===== config.mk =====
export PLATFORM = sky130hd
export DESIGN_NAME = scanner_status_telegram_builder
export DESIGN_NICKNAME = d
export VERILOG_FILES = /design/src/pkg/telegram_pkg.sv /design/src/scanner_status_telegram_builder.sv /design/src/status_byte_pack.sv /design/src/selection_pack.sv
export SDC_FILE = /design/constraint.sdc
export NUM_CORES = 1
export LEC_CHECK = 0
export ABC_AREA = 1
export ABC_CLOCK_PERIOD_IN_PS = 2900
export BUFFER_PORTS_ARGS = -buffer_cell sky130_fd_sc_hd__buf_2
export CAP_MARGIN = 20
export CORE_ASPECT_RATIO = 0.5
export CORE_MARGIN = 2
export CORE_UTILIZATION = 50
export DETAILED_ROUTE_END_ITERATION = 10
export GPL_ROUTABILITY_DRIVEN = 0
export GPL_TIMING_DRIVEN = 0
export PLACE_DENSITY_LB_ADDON = 0.15
export RECOVER_POWER = 25
export SLEW_MARGIN = 20
export SYNTH_ARGS = -nofsm -noshare
export SYNTH_HDL_FRONTEND = slang
export SYNTH_HIERARCHICAL = 1
export SYNTH_SLANG_ARGS = --single-unit

===== constraint.sdc =====
create_clock -name clk -period 2.9 [get_ports clk]
set_input_delay 0.87 -clock clk [delete_from_list [all_inputs] [get_ports clk]]
set_output_delay 0.87 -clock clk [all_outputs]
set_load 0.05 [all_outputs]

===== src/pkg/telegram_pkg.sv =====
package telegram_pkg;
	// ****************************************
	// Telegram layout
	// ****************************************
	// Byte numbers of the telegram fields and the section length in bytes.
	localparam int unsigned SCAN_BYTE_FIRST = 8;
	localparam int unsigned SCAN_BYTE_LAST = 11;
	localparam int unsigned A_STATUS_BYTE = 12;
	localparam int unsigned A_SEL_BYTE0 = 13;
	localparam int unsigned A_SEL_BYTE1 = 14;
	localparam int unsigned A_OUT_BYTE = 15;
	localparam int unsigned B_STATUS_BYTE = 16;
	localparam int unsigned B_SEL_BYTE0 = 17;
	localparam int unsigned B_SEL_BYTE1 = 18;
	localparam int unsigned B_OUT_BYTE = 19;
	localparam int unsigned SECTION_BYTES = 12;

	// Bit positions inside a status byte.
	localparam int unsigned ST_ACTIVE_BIT = 7;
	localparam int unsigned ST_WARN_BIT = 6;
	localparam int unsigned ST_PROT_BIT = 5;
	localparam int unsigned ST_LOCK_BIT = 4;
	localparam int unsigned ST_OUTPUT_BIT = 3;

	// Bit positions inside an output-signal byte.
	localparam int unsigned OS_WARN_SEG1_BIT = 7;
	localparam int unsigned OS_WARN_SEG2_BIT = 6;
	localparam int unsigned OS_PROT_SEG1_BIT = 5;
	localparam int unsigned OS_PROT_SEG2_BIT = 4;
	localparam int unsigned OS_PAIR1_BIT = 3;
	localparam int unsigned OS_PAIR2_BIT = 2;

	// Reset values, count step and selection limits.
	localparam logic [31:0] SCAN_RESET = 32'h0000_0000;
	localparam logic [7:0] BYTE_RESET = 8'h00;
	localparam logic [31:0] SCAN_STEP = 32'h0000_0001;
	localparam logic [3:0] NIBBLE_RESET = 4'h0;
	localparam logic [3:0] SEL_MIN = 4'h1;
	localparam logic [3:0] SEL_MAX = 4'hA;
endpackage : telegram_pkg


===== src/scanner_status_telegram_builder.sv =====
`timescale 1ns/10ps
// Function
// 32-bit scan counter in bytes 8-11
// Counter starts from zero after power-up
// Byte 12 bit 7: function A active
// Byte 12 bit 6: A warning field free
// Byte 12 bit 5: A protective field free
// Byte 12 bit 4: A restart interlock engaged
// Byte 12 bit 3: A safety output on
// Bytes 13-14: A bank and pair numbers
// Byte 15 bits 7-4: A segment states
// Byte 15 bits 3-2: A pairs chosen
// Byte 16 bit 7: function B active
// Byte 16 bit 6: B warning field free
// Byte 16 bit 5: B protective field free
// Byte 16 bits 4-3: B lock, output
// Bytes 17-18: B bank and pair numbers
// Byte 19 bits 7-4: B segment states
// Byte 19 bits 3-2: B pairs chosen
// Reserved bits always sent as zero
// All fields captured from same scan
module scanner_status_telegram_builder (
	// Clock and reset.
	input wire logic clk,
	input wire logic rst_n,
	// Scan timing: pulse at the end of each completed scan.
	input wire logic scan_done,
	// Protective function A status.
	input wire logic func_a_active,
	input wire logic func_a_warn_field_state,
	input wire logic func_a_prot_field_state,
	input wire logic func_a_restart_lock,
	input wire logic func_a_safety_switching_output,
	// Protective function A selection.
	input wire logic [3:0] func_a_bank_sel,
	input wire logic [3:0] func_a_pair_sel1,
	input wire logic [3:0] func_a_pair_sel2,
	input wire logic [3:0] func_a_pair_sel3,
	// Protective function A output signals.
	input wire logic func_a_warn_seg1_state,
	input wire logic func_a_warn_seg2_state,
	input wire logic func_a_prot_seg1_state,
	input wire logic func_a_prot_seg2_state,
	input wire logic func_a_defined_pair1_chosen,
	input wire logic func_a_defined_pair2_chosen,
	// Protective function B status.
	input wire logic func_b_active,
	input wire logic func_b_warn_field_state,
	input wire logic func_b_prot_field_state,
	input wire logic func_b_restart_lock,
	input wire logic func_b_safety_switching_output,
	// Protective function B selection.
	input wire logic [3:0] func_b_bank_sel,
	input wire logic [3:0] func_b_pair_sel1,
	input wire logic [3:0] func_b_pair_sel2,
	input wire logic [3:0] func_b_pair_sel3,
	// Protective function B output signals.
	input wire logic func_b_warn_seg1_state,
	input wire logic func_b_warn_seg2_state,
	input wire logic func_b_prot_seg1_state,
	input wire logic func_b_prot_seg2_state,
	input wire logic func_b_defined_pair1_chosen,
	input wire logic func_b_defined_pair2_chosen,
	// Telegram snapshot, bytes 8 to 19, byte 8 in the low lane.
	output logic [8*telegram_pkg::SECTION_BYTES-1:0] telegram_bytes,
	output logic telegram_valid,
	output logic telegram_update,
	output logic [31:0] scan_count,
	output logic selection_range_error
);
	import telegram_pkg::*;

	// ****************************************
	// Field packing
	// ****************************************
	// Packed bytes from the helpers first, then the registered state.
	logic [7:0] a_status;
	logic [7:0] a_out;
	logic [7:0] a_sel0;
	logic [7:0] a_sel1;
	logic a_bad;
	logic [7:0] b_status;
	logic [7:0] b_out;
	logic [7:0] b_sel0;
	logic [7:0] b_sel1;
	logic b_bad;
	logic [31:0] scan_r;
	logic [31:0] scan_nxt;
	logic [8*SECTION_BYTES-1:0] snap_r;
	logic [8*SECTION_BYTES-1:0] snap_nxt;
	logic valid_r;
	logic update_r;
	logic range_err_r;

	// Function A bytes 12 and 15.
	status_byte_pack u_pack_a (
		.active(func_a_active),
		.warn_field_state(func_a_warn_field_state),
		.prot_field_state(func_a_prot_field_state),
		.restart_lock(func_a_restart_lock),
		.safety_switching_output(func_a_safety_switching_output),
		.warn_seg1_state(func_a_warn_seg1_state),
		.warn_seg2_state(func_a_warn_seg2_state),
		.prot_seg1_state(func_a_prot_seg1_state),
		.prot_seg2_state(func_a_prot_seg2_state),
		.defined_pair1_chosen(func_a_defined_pair1_chosen),
		.defined_pair2_chosen(func_a_defined_pair2_chosen),
		.status_byte(a_status),
		.out_byte(a_out)
	);

	// Function B bytes 16 and 19.
	status_byte_pack u_pack_b (
		.active(func_b_active),
		.warn_field_state(func_b_warn_field_state),
		.prot_field_state(func_b_prot_field_state),
		.restart_lock(func_b_restart_lock),
		.safety_switching_output(func_b_safety_switching_output),
		.warn_seg1_state(func_b_warn_seg1_state),
		.warn_seg2_state(func_b_warn_seg2_state),
		.prot_seg1_state(func_b_prot_seg1_state),
		.prot_seg2_state(func_b_prot_seg2_state),
		.defined_pair1_chosen(func_b_defined_pair1_chosen),
		.defined_pair2_chosen(func_b_defined_pair2_chosen),
		.status_byte(b_status),
		.out_byte(b_out)
	);

	// Function A bytes 13 and 14.
	selection_pack u_sel_a (
		.bank_sel(func_a_bank_sel),
		.pair_sel1(func_a_pair_sel1),
		.pair_sel2(func_a_pair_sel2),
		.pair_sel3(func_a_pair_sel3),
		.sel_byte0(a_sel0),
		.sel_byte1(a_sel1),
		.out_of_range(a_bad)
	);

	// Function B bytes 17 and 18.
	selection_pack u_sel_b (
		.bank_sel(func_b_bank_sel),
		.pair_sel1(func_b_pair_sel1),
		.pair_sel2(func_b_pair_sel2),
		.pair_sel3(func_b_pair_sel3),
		.sel_byte0(b_sel0),
		.sel_byte1(b_sel1),
		.out_of_range(b_bad)
	);

	// ****************************************
	// Scan counter
	// ****************************************
	// The count wraps after 2^32 scans; the controller sees it as unsigned.
	assign scan_nxt = scan_r + SCAN_STEP;

	// Any rst_n reset, mid-run as well as power-on, clears the count, so it always restarts at zero.
	always_ff @(posedge clk or negedge rst_n) begin
		if (!rst_n) begin
			scan_r <= SCAN_RESET;
		end else if (scan_done) begin
			scan_r <= scan_nxt;
		end
	end

	// ****************************************
	// Snapshot
	// ****************************************
	// The new count and the fields of the same scan are assembled together.
	always_comb begin
		snap_nxt = '0;
		snap_nxt[8*(SCAN_BYTE_LAST-SCAN_BYTE_FIRST+1)-1:0] = scan_nxt;
		snap_nxt[8*(A_STATUS_BYTE-SCAN_BYTE_FIRST)+:8] = a_status;
		snap_nxt[8*(A_SEL_BYTE0-SCAN_BYTE_FIRST)+:8] = a_sel0;
		snap_nxt[8*(A_SEL_BYTE1-SCAN_BYTE_FIRST)+:8] = a_sel1;
		snap_nxt[8*(A_OUT_BYTE-SCAN_BYTE_FIRST)+:8] = a_out;
		snap_nxt[8*(B_STATUS_BYTE-SCAN_BYTE_FIRST)+:8] = b_status;
		snap_nxt[8*(B_SEL_BYTE0-SCAN_BYTE_FIRST)+:8] = b_sel0;
		snap_nxt[8*(B_SEL_BYTE1-SCAN_BYTE_FIRST)+:8] = b_sel1;
		snap_nxt[8*(B_OUT_BYTE-SCAN_BYTE_FIRST)+:8] = b_out;
	end

	// Capture everything on one edge so the controller never sees a mixed telegram.
	always_ff @(posedge clk or negedge rst_n) begin
		if (!rst_n) begin
			snap_r <= '0;
		end else if (scan_done) begin
			snap_r <= snap_nxt;
		end
	end

	// Valid rises with the first completed scan and then stays.
	always_ff @(posedge clk or negedge rst_n) begin
		if (!rst_n) begin
			valid_r <= 1'b0;
			update_r <= 1'b0;
			range_err_r <= 1'b0;
		end else begin
			update_r <= scan_done;
			if (scan_done) begin
				valid_r <= 1'b1;
				range_err_r <= a_bad | b_bad;
			end
		end
	end

	// Every output is a register, so the controller never sees a glitch.
	assign telegram_bytes = snap_r;
	assign telegram_valid = valid_r;
	assign telegram_update = update_r;
	assign scan_count = scan_r;
	assign selection_range_error = range_err_r;

	// ****************************************
	// Checks
	// ****************************************
	chk_count_step: assert property (@(posedge clk) disable iff (!rst_n)
		scan_done |=> scan_r == $past(scan_r) + SCAN_STEP)
		else $error("Scan count did not advance by one.");

	chk_count_hold: assert property (@(posedge clk) disable iff (!rst_n)
		!scan_done |=> $stable(scan_r))
		else $error("Scan count moved without a scan.");

	chk_count_bytes: assert property (@(posedge clk) disable iff (!rst_n)
		telegram_update |-> telegram_bytes[31:0] == scan_count)
		else $error("Telegram count differs from scan count.");

	chk_count_start: assert property (@(posedge clk) disable iff (!rst_n)
		!telegram_valid |-> scan_count == SCAN_RESET)
		else $error("Count not zero before the first scan.");

	chk_a_active: assert property (@(posedge clk) disable iff (!rst_n)
		scan_done |=> telegram_bytes[39] == $past(func_a_active))
		else $error("Function A active bit wrong.");

	chk_a_fields: assert property (@(posedge clk) disable iff (!rst_n)
		scan_done |=> telegram_bytes[38:35] == $past({func_a_warn_field_state,
			func_a_prot_field_state, func_a_restart_lock, func_a_safety_switching_output}))
		else $error("Function A status bits wrong.");

	chk_a_select: assert property (@(posedge clk) disable iff (!rst_n)
		scan_done |=> telegram_bytes[47:40] == $past({func_a_bank_sel, func_a_pair_sel1}))
		else $error("Function A bank or first pair wrong.");

	chk_b_status: assert property (@(posedge clk) disable iff (!rst_n)
		scan_done |=> telegram_bytes[71:67] == $past({func_b_active,
			func_b_warn_field_state, func_b_prot_field_state, func_b_restart_lock,
			func_b_safety_switching_output}))
		else $error("Function B status bits wrong.");

	chk_b_outs: assert property (@(posedge clk) disable iff (!rst_n)
		scan_done |=> telegram_bytes[95:90] == $past({func_b_warn_seg1_state,
			func_b_warn_seg2_state, func_b_prot_seg1_state, func_b_prot_seg2_state,
			func_b_defined_pair1_chosen, func_b_defined_pair2_chosen}))
		else $error("Function B output byte wrong.");

	chk_reserved_zero: assert property (@(posedge clk) disable iff (!rst_n)
		telegram_bytes[34:32] == 3'h0 && telegram_bytes[57:56] == 2'h0
		&& telegram_bytes[66:64] == 3'h0 && telegram_bytes[89:88] == 2'h0)
		else $error("Reserved telegram bit not zero.");

	chk_snapshot_hold: assert property (@(posedge clk) disable iff (!rst_n)
		!scan_done |=> $stable(telegram_bytes))
		else $error("Telegram changed between scans.");

	// ****************************************
	// Field checks
	// ****************************************
	// One property per field, so a failure names the field that slipped.

	// Function A, one bit or field at a time.
	chk_a_warn_bit: assert property (@(posedge clk) disable iff (!rst_n)
		scan_done |=> telegram_bytes[38] == $past(func_a_warn_field_state))
		else $error("Function A warning bit wrong.");

	chk_a_prot_bit: assert property (@(posedge clk) disable iff (!rst_n)
		scan_done |=> telegram_bytes[37] == $past(func_a_prot_field_state))
		else $error("Function A protective bit wrong.");

	chk_a_lock_bit: assert property (@(posedge clk) disable iff (!rst_n)
		scan_done |=> telegram_bytes[36] == $past(func_a_restart_lock))
		else $error("Function A interlock bit wrong.");

	chk_a_output_bit: assert property (@(posedge clk) disable iff (!rst_n)
		scan_done |=> telegram_bytes[35] == $past(func_a_safety_switching_output))
		else $error("Function A safety output bit wrong.");

	chk_a_pair_numbers: assert property (@(posedge clk) disable iff (!rst_n)
		scan_done |=> telegram_bytes[55:48] == $past({func_a_pair_sel2, func_a_pair_sel3}))
		else $error("Function A second or third pair wrong.");

	chk_a_segments: assert property (@(posedge clk) disable iff (!rst_n)
		scan_done |=> telegram_bytes[63:60] == $past({func_a_warn_seg1_state,
			func_a_warn_seg2_state, func_a_prot_seg1_state, func_a_prot_seg2_state}))
		else $error("Function A segment bits wrong.");

	chk_a_pair_flags: assert property (@(posedge clk) disable iff (!rst_n)
		scan_done |=> telegram_bytes[59:58] == $past({func_a_defined_pair1_chosen,
			func_a_defined_pair2_chosen}))
		else $error("Function A pair flags wrong.");

	// Function B, one bit or field at a time.
	chk_b_active: assert property (@(posedge clk) disable iff (!rst_n)
		scan_done |=> telegram_bytes[71] == $past(func_b_active))
		else $error("Function B active bit wrong.");

	chk_b_warn_bit: assert property (@(posedge clk) disable iff (!rst_n)
		scan_done |=> telegram_bytes[70] == $past(func_b_warn_field_state))
		else $error("Function B warning bit wrong.");

	chk_b_prot_bit: assert property (@(posedge clk) disable iff (!rst_n)
		scan_done |=> telegram_bytes[69] == $past(func_b_prot_field_state))
		else $error("Function B protective bit wrong.");

	chk_b_lock_output: assert property (@(posedge clk) disable iff (!rst_n)
		scan_done |=> telegram_bytes[68:67] == $past({func_b_restart_lock,
			func_b_safety_switching_output}))
		else $error("Function B interlock or output bit wrong.");

	chk_b_select: assert property (@(posedge clk) disable iff (!rst_n)
		scan_done |=> telegram_bytes[87:72] == $past({func_b_pair_sel2, func_b_pair_sel3,
			func_b_bank_sel, func_b_pair_sel1}))
		else $error("Function B selection bytes wrong.");

	chk_b_pair_flags: assert property (@(posedge clk) disable iff (!rst_n)
		scan_done |=> telegram_bytes[91:90] == $past({func_b_defined_pair1_chosen,
			func_b_defined_pair2_chosen}))
		else $error("Function B pair flags wrong.");

	// Update pulse, valid level and range flag.
	chk_update_follows: assert property (@(posedge clk) disable iff (!rst_n)
		scan_done |=> telegram_update && telegram_valid)
		else $error("Update or valid missing after a scan.");

	chk_update_pulse: assert property (@(posedge clk) disable iff (!rst_n)
		!scan_done |=> !telegram_update)
		else $error("Update raised without a scan.");

	chk_valid_hold: assert property (@(posedge clk) disable iff (!rst_n)
		telegram_valid |=> telegram_valid)
		else $error("Valid fell without a reset.");

	chk_range_flag: assert property (@(posedge clk) disable iff (!rst_n)
		scan_done |=> selection_range_error == $past(func_a_bank_sel > SEL_MAX
			|| func_a_pair_sel1 > SEL_MAX || func_a_pair_sel2 > SEL_MAX
			|| func_a_pair_sel3 > SEL_MAX || func_b_bank_sel > SEL_MAX
			|| func_b_pair_sel1 > SEL_MAX || func_b_pair_sel2 > SEL_MAX
			|| func_b_pair_sel3 > SEL_MAX))
		else $error("Range flag does not match the selections.");

	chk_range_hold: assert property (@(posedge clk) disable iff (!rst_n)
		!scan_done |=> $stable(selection_range_error))
		else $error("Range flag changed between scans.");
endmodule : scanner_status_telegram_builder


===== src/status_byte_pack.sv =====
`timescale 1ns/10ps
// Packs one protective function's status and output-signal bytes; reserved bits are zero.
module status_byte_pack (
	// Status inputs.
	input wire logic active,
	input wire logic warn_field_state,
	input wire logic prot_field_state,
	input wire logic restart_lock,
	input wire logic safety_switching_output,
	// Segment and pair inputs.
	input wire logic warn_seg1_state,
	input wire logic warn_seg2_state,
	input wire logic prot_seg1_state,
	input wire logic prot_seg2_state,
	input wire logic defined_pair1_chosen,
	input wire logic defined_pair2_chosen,
	// Packed bytes.
	output logic [7:0] status_byte,
	output logic [7:0] out_byte
);
	import telegram_pkg::*;

	// ****************************************
	// Byte assembly
	// ****************************************
	// Start from zero so every reserved position leaves as zero.
	always_comb begin
		status_byte = BYTE_RESET;
		status_byte[ST_ACTIVE_BIT] = active;
		status_byte[ST_WARN_BIT] = warn_field_state;
		status_byte[ST_PROT_BIT] = prot_field_state;
		status_byte[ST_LOCK_BIT] = restart_lock;
		status_byte[ST_OUTPUT_BIT] = safety_switching_output;
		out_byte = BYTE_RESET;
		out_byte[OS_WARN_SEG1_BIT] = warn_seg1_state;
		out_byte[OS_WARN_SEG2_BIT] = warn_seg2_state;
		out_byte[OS_PROT_SEG1_BIT] = prot_seg1_state;
		out_byte[OS_PROT_SEG2_BIT] = prot_seg2_state;
		out_byte[OS_PAIR1_BIT] = defined_pair1_chosen;
		out_byte[OS_PAIR2_BIT] = defined_pair2_chosen;
	end
endmodule : status_byte_pack


===== src/selection_pack.sv =====
`timescale 1ns/10ps
// Packs bank and three pair numbers into two bytes, flagging nonzero numbers outside 1 to 10.
module selection_pack (
	// Selection inputs.
	input wire logic [3:0] bank_sel,
	input wire logic [3:0] pair_sel1,
	input wire logic [3:0] pair_sel2,
	input wire logic [3:0] pair_sel3,
	// Packed bytes and range flag.
	output logic [7:0] sel_byte0,
	output logic [7:0] sel_byte1,
	output logic out_of_range
);
	import telegram_pkg::*;

	logic [3:0] nib [4];
	logic [3:0] bad;

	assign nib[0] = bank_sel;
	assign nib[1] = pair_sel1;
	assign nib[2] = pair_sel2;
	assign nib[3] = pair_sel3;

	// ****************************************
	// Range check
	// ****************************************
	// Zero is the default before any selection, so it is accepted as well.
	for (genvar i = 0; i < 4; i++) begin : g_rng
		assign bad[i] = (nib[i] != NIBBLE_RESET) && ((nib[i] < SEL_MIN) || (nib[i] > SEL_MAX));
	end

	// Bank sits in the high nibble of the first byte.
	assign sel_byte0 = {bank_sel, pair_sel1};
	assign sel_byte1 = {pair_sel2, pair_sel3};
	assign out_of_range = |bad;
endmodule : selection_pack


Word level (Yosys, flattened, before mapping)
Cells that the tools add are included.
- register bits after elaboration: 121
- input bits: 57
- output and inout bits: 131
- word-level logic and storage cells: 49
- $add $sub $neg: 1
- order comparisons: 16
- bitwise operators: 1
- reductions and logical operators: 26
- operators with widths (cell ; number):
    $add 32x1->32 const B ; 1
    $gt 4x4->1 const B ; 8
    $lt 4x1->1 const B ; 8
    $reduce_bool 4->1 ; 8
    $logic_and 1x1->1 ; 8
    $logic_or 1x1->1 ; 8
    $reduce_or 4->1 ; 2
    $or 1x1->1 ; 1

Logic depth before layout (Yosys ltp)
- depth in word-level cells: 5
- gate-level depth with buffers: 9
- gate-level depth less buffers: 9

Hierarchy
Netlist, hierarchy kept.
- by module, submodules not included (module ; times used ; cells each ; area each (sq um) ; sequential area each (sq um)):
    scanner_status_telegram_builder ; 1 ; 536 ; 4486.8 ; 2477.4
    selection_pack ; 2 ; 37 ; 198.9 ; 0.0
    status_byte_pack ; 2 ; 17 ; 123.9 ; 0.0

Worst setup path before layout
Ideal clock, no wire load.
- path kind: register -> output
- start point: reg, netlist name scan_count[24]
- end point: out telegram_bytes[24] (netlist name)
- data arrival time: 0.992 ns
- required time: 2.030 ns
- slack: 1.038 ns
- stages on the path, launching flop included: 2
- path buffers: 1
- path through: dfrtp_1 > buf_4
- RTL lines (what ; RTL line ; text):
    to (decl) ; scanner_status_telegram_builder.sv:65 ; output logic [8*telegram_pkg::SECTION_BYTES-1:0] telegram_bytes,

==> metrics <==
pwr/cell area 646.1 nW/um^2; Post-Layout Cell Count 973; Gate Count Post-Synth 644; antenna violations before repair 0; Core ar. 10080 um^2; flops & latches, synth 99; setup bufs post-CTS 0; violated checks capacitance limit, slew limit; global-route usage over all layers 19.49%; post-layout min period 2.115 ns; post-DP HPWL 8167 um; Setup CP Type register to output port; Hold Vio Cnt, Final 0; CTS tree done; Worst EP arrival 1.24 ns; Rows 26; post-route ant nets 0; chip width 147.3 um; Die H 75.64 um; Pint 2.554 mW; largest net degree at the start of global routing 74; Net Sw Frac 39.00%; Clock transition at path regs 0.07 ns; total wire length 10820 um; Port Buffers 165; clock share of power 28.3%; status finished with violations; placed cells 958; Layout Nets 887; Diodes inserted 0; Area Growth Syn to Fin 26.26%; CP Max Fanout 8; Overflow after GRT 0; register share of total power 39.4%; Startpoint Class register; RSZ-0062 raised after global routing false; Clock Skew 0.004700 ns; layout cells sized above 1 35.89%; clk buf depth 2; Synth cell types 23; Worst slew margin -2.966%; Synth Warn # 6; # clock sinks 99; sw power 1.633 mW; slowest stage cell, crit path dfrtp_1; Synth Cell Area 5132 um^2; Hold Path Class register to register; # IOs 188; final setup fails 0; delay of the slowest critical-path stage 0.51 ns; Vias 4185; CP cell instances buf_4 > buf_2; Leakage 3.812 nW; Slew @ Worst Pin 1.544 ns; post-CTS sizing 0; number of global-route vias before repair 3641; setup TNS 0 ns; Placement Setup Slack 0.7930 ns; Post-Syn Area per Cell 7.970 um^2; die area 11140 um^2; max-cap violation count 1; # hold bufs at CTS 0; Gate power share 32.3%; Clk Tree Root Cell clkbuf_16; first-pass GRT wire length 17200 um; Max Clk Rate 472.9 MHz; peak supply drop 538.4 uV; DRT Pass-1 Iters 4; Iteration-0 DRC Markers 134; CP required 2.03 ns; clock latency on the worst-skew pair 0.33 ns; wire length per cell 11.12 um; Final WS setup 0.7854 ns; initial core utilization 50.89%; crit end category output port; vias per cell 4.301; DRC Markers 0; Num CTS Buffers 9; final worst-path cycle share 72.92%; Max Slew Vio Count 27; htree depth 3; Seq/Total Area, Yosys 48.27%
==> metal layers <==
layer	share of wire (%)	GRT usage, %
met1	46	25.62
met2	47	32.76
met3	6.7	5.928
met4	0.65	4.274
met5	0	0
==> power groups by stage <==
stage | sequential [mW] | combinational [mW] | clock, mW
after CTS | 1.65 | 1.37 | 1.21
after detailed placement | 1.68 | 1.37 | 0
final | 1.65 | 1.35 | 1.18
after floorplan | 2.15 | 0.566 | 0
after global placement | 1.68 | 1.35 | 0
after global routing | 1.68 | 1.45 | 1.26
==> cells in the final DEF (no fill, tap or decap) <==
cell type   count
nand3_1        23
nand2_2         4
nand3b_1        2
buf_16          1
nor3_1          3
xnor2_1         8
nor2_4          3
o21ai_0         1
xor2_1         13
inv_1          47
or2_2           1
nor2_2          7
buf_4          97
inv_4           1
clkbuf_1       10
conb_1         10
nand2_1       283
clkinvlp_4      3
buf_2         169
clkinv_2        1
bufinv_16       1
inv_6           1
ha_1            1
nand4_1         8
clkbuf_16       9
o21ai_1         1
nand3_2         1
nor2_1         25
dfrtp_1        99
==> logic make-up after synthesis <==
kind of cell             share of synthesized area [%]
XOR/XNOR                                         3.584
buffers and inverters                            18.92
AND/OR/NAND/NOR                                  28.64
AO/OA/AOI/OAI                                   0.1948
other                                           0.1463
flip-flops                                       48.27
adder cells (fa/ha/maj)                         0.2437
==> cells in the mapped netlist (all sizes together) <==
cell	n	area [um^2]
buf	103	758.2
nand4	8	50.05
o21ai	2	10.00
dfrtp	99	2477
xnor2	8	70.07
ha	1	12.51
inv	48	182.7
xor2	13	113.9
nand3	24	125.1
conb	2	7.510
nand3b	2	15.01
or2	1	6.260
nor2	35	171.4
nand2	287	1087
clkbuf	8	30.03
nor3	3	15.01
==> through the flow <==
stage	area, um^2	util, %	total power [mW]	hold WS, ns
final	6480	64.26	4.187	0.4651
after floorplan	5162	-	2.714	0.5744
after CTS	6489	64.34	4.234	0.3867
after detailed placement	6197	61.45	3.045	0.4501
after global placement	6163	61.12	3.023	0.4478
after global routing	6480	64.26	4.385	0.4845
==> area by class of cell <==
cell class | instances | area, um^2
Clock buffer | 9 | 225.2
Fill cell | 956 | 3605
Tap cell | 140 | 175.2
Multi-Input combinational cell | 394 | 1714
Buffer | 111 | 788.3
Clock inverter | 6 | 66.31
Timing Repair Buffer | 166 | 850.8
Inverter | 48 | 182.7
Sequential cell | 99 | 2477
==> final timing paths <==
path / depth (start not counted) / slack (ns) / startpoint / endpoint
max: 2 / 0.79 / scan_count[24] / telegram_bytes[24]
min: 2 / 0.47 / telegram_bytes[63] / telegram_bytes[63]
max reg2reg: 8 / 1.32 / scan_count[0] / scan_count[26]
min reg2reg: 2 / 0.47 / telegram_bytes[63] / telegram_bytes[63]
max in group asynchronous: 2 / 0.96 / rst_n / scan_count[12]
min in group asynchronous: 1 / 0.90 / rst_n / telegram_bytes[82]
==> worst max-delay path, delay by kind of cell, from the launching register on <==
family                 cells  cell delay [ns]
DFF                        1             0.51
buffers and inverters      2             0.41
==> state kept, by name (all words and copies together) (netlist names) <==
| register | flops |
|---|---|
| scan_count | 31 |
| telegram_bytes | 65 |
| telegram_valid | 1 |
| telegram_update | 1 |
| selection_range_error | 1 |
Note: power is estimated with default switching activity, not from simulation.
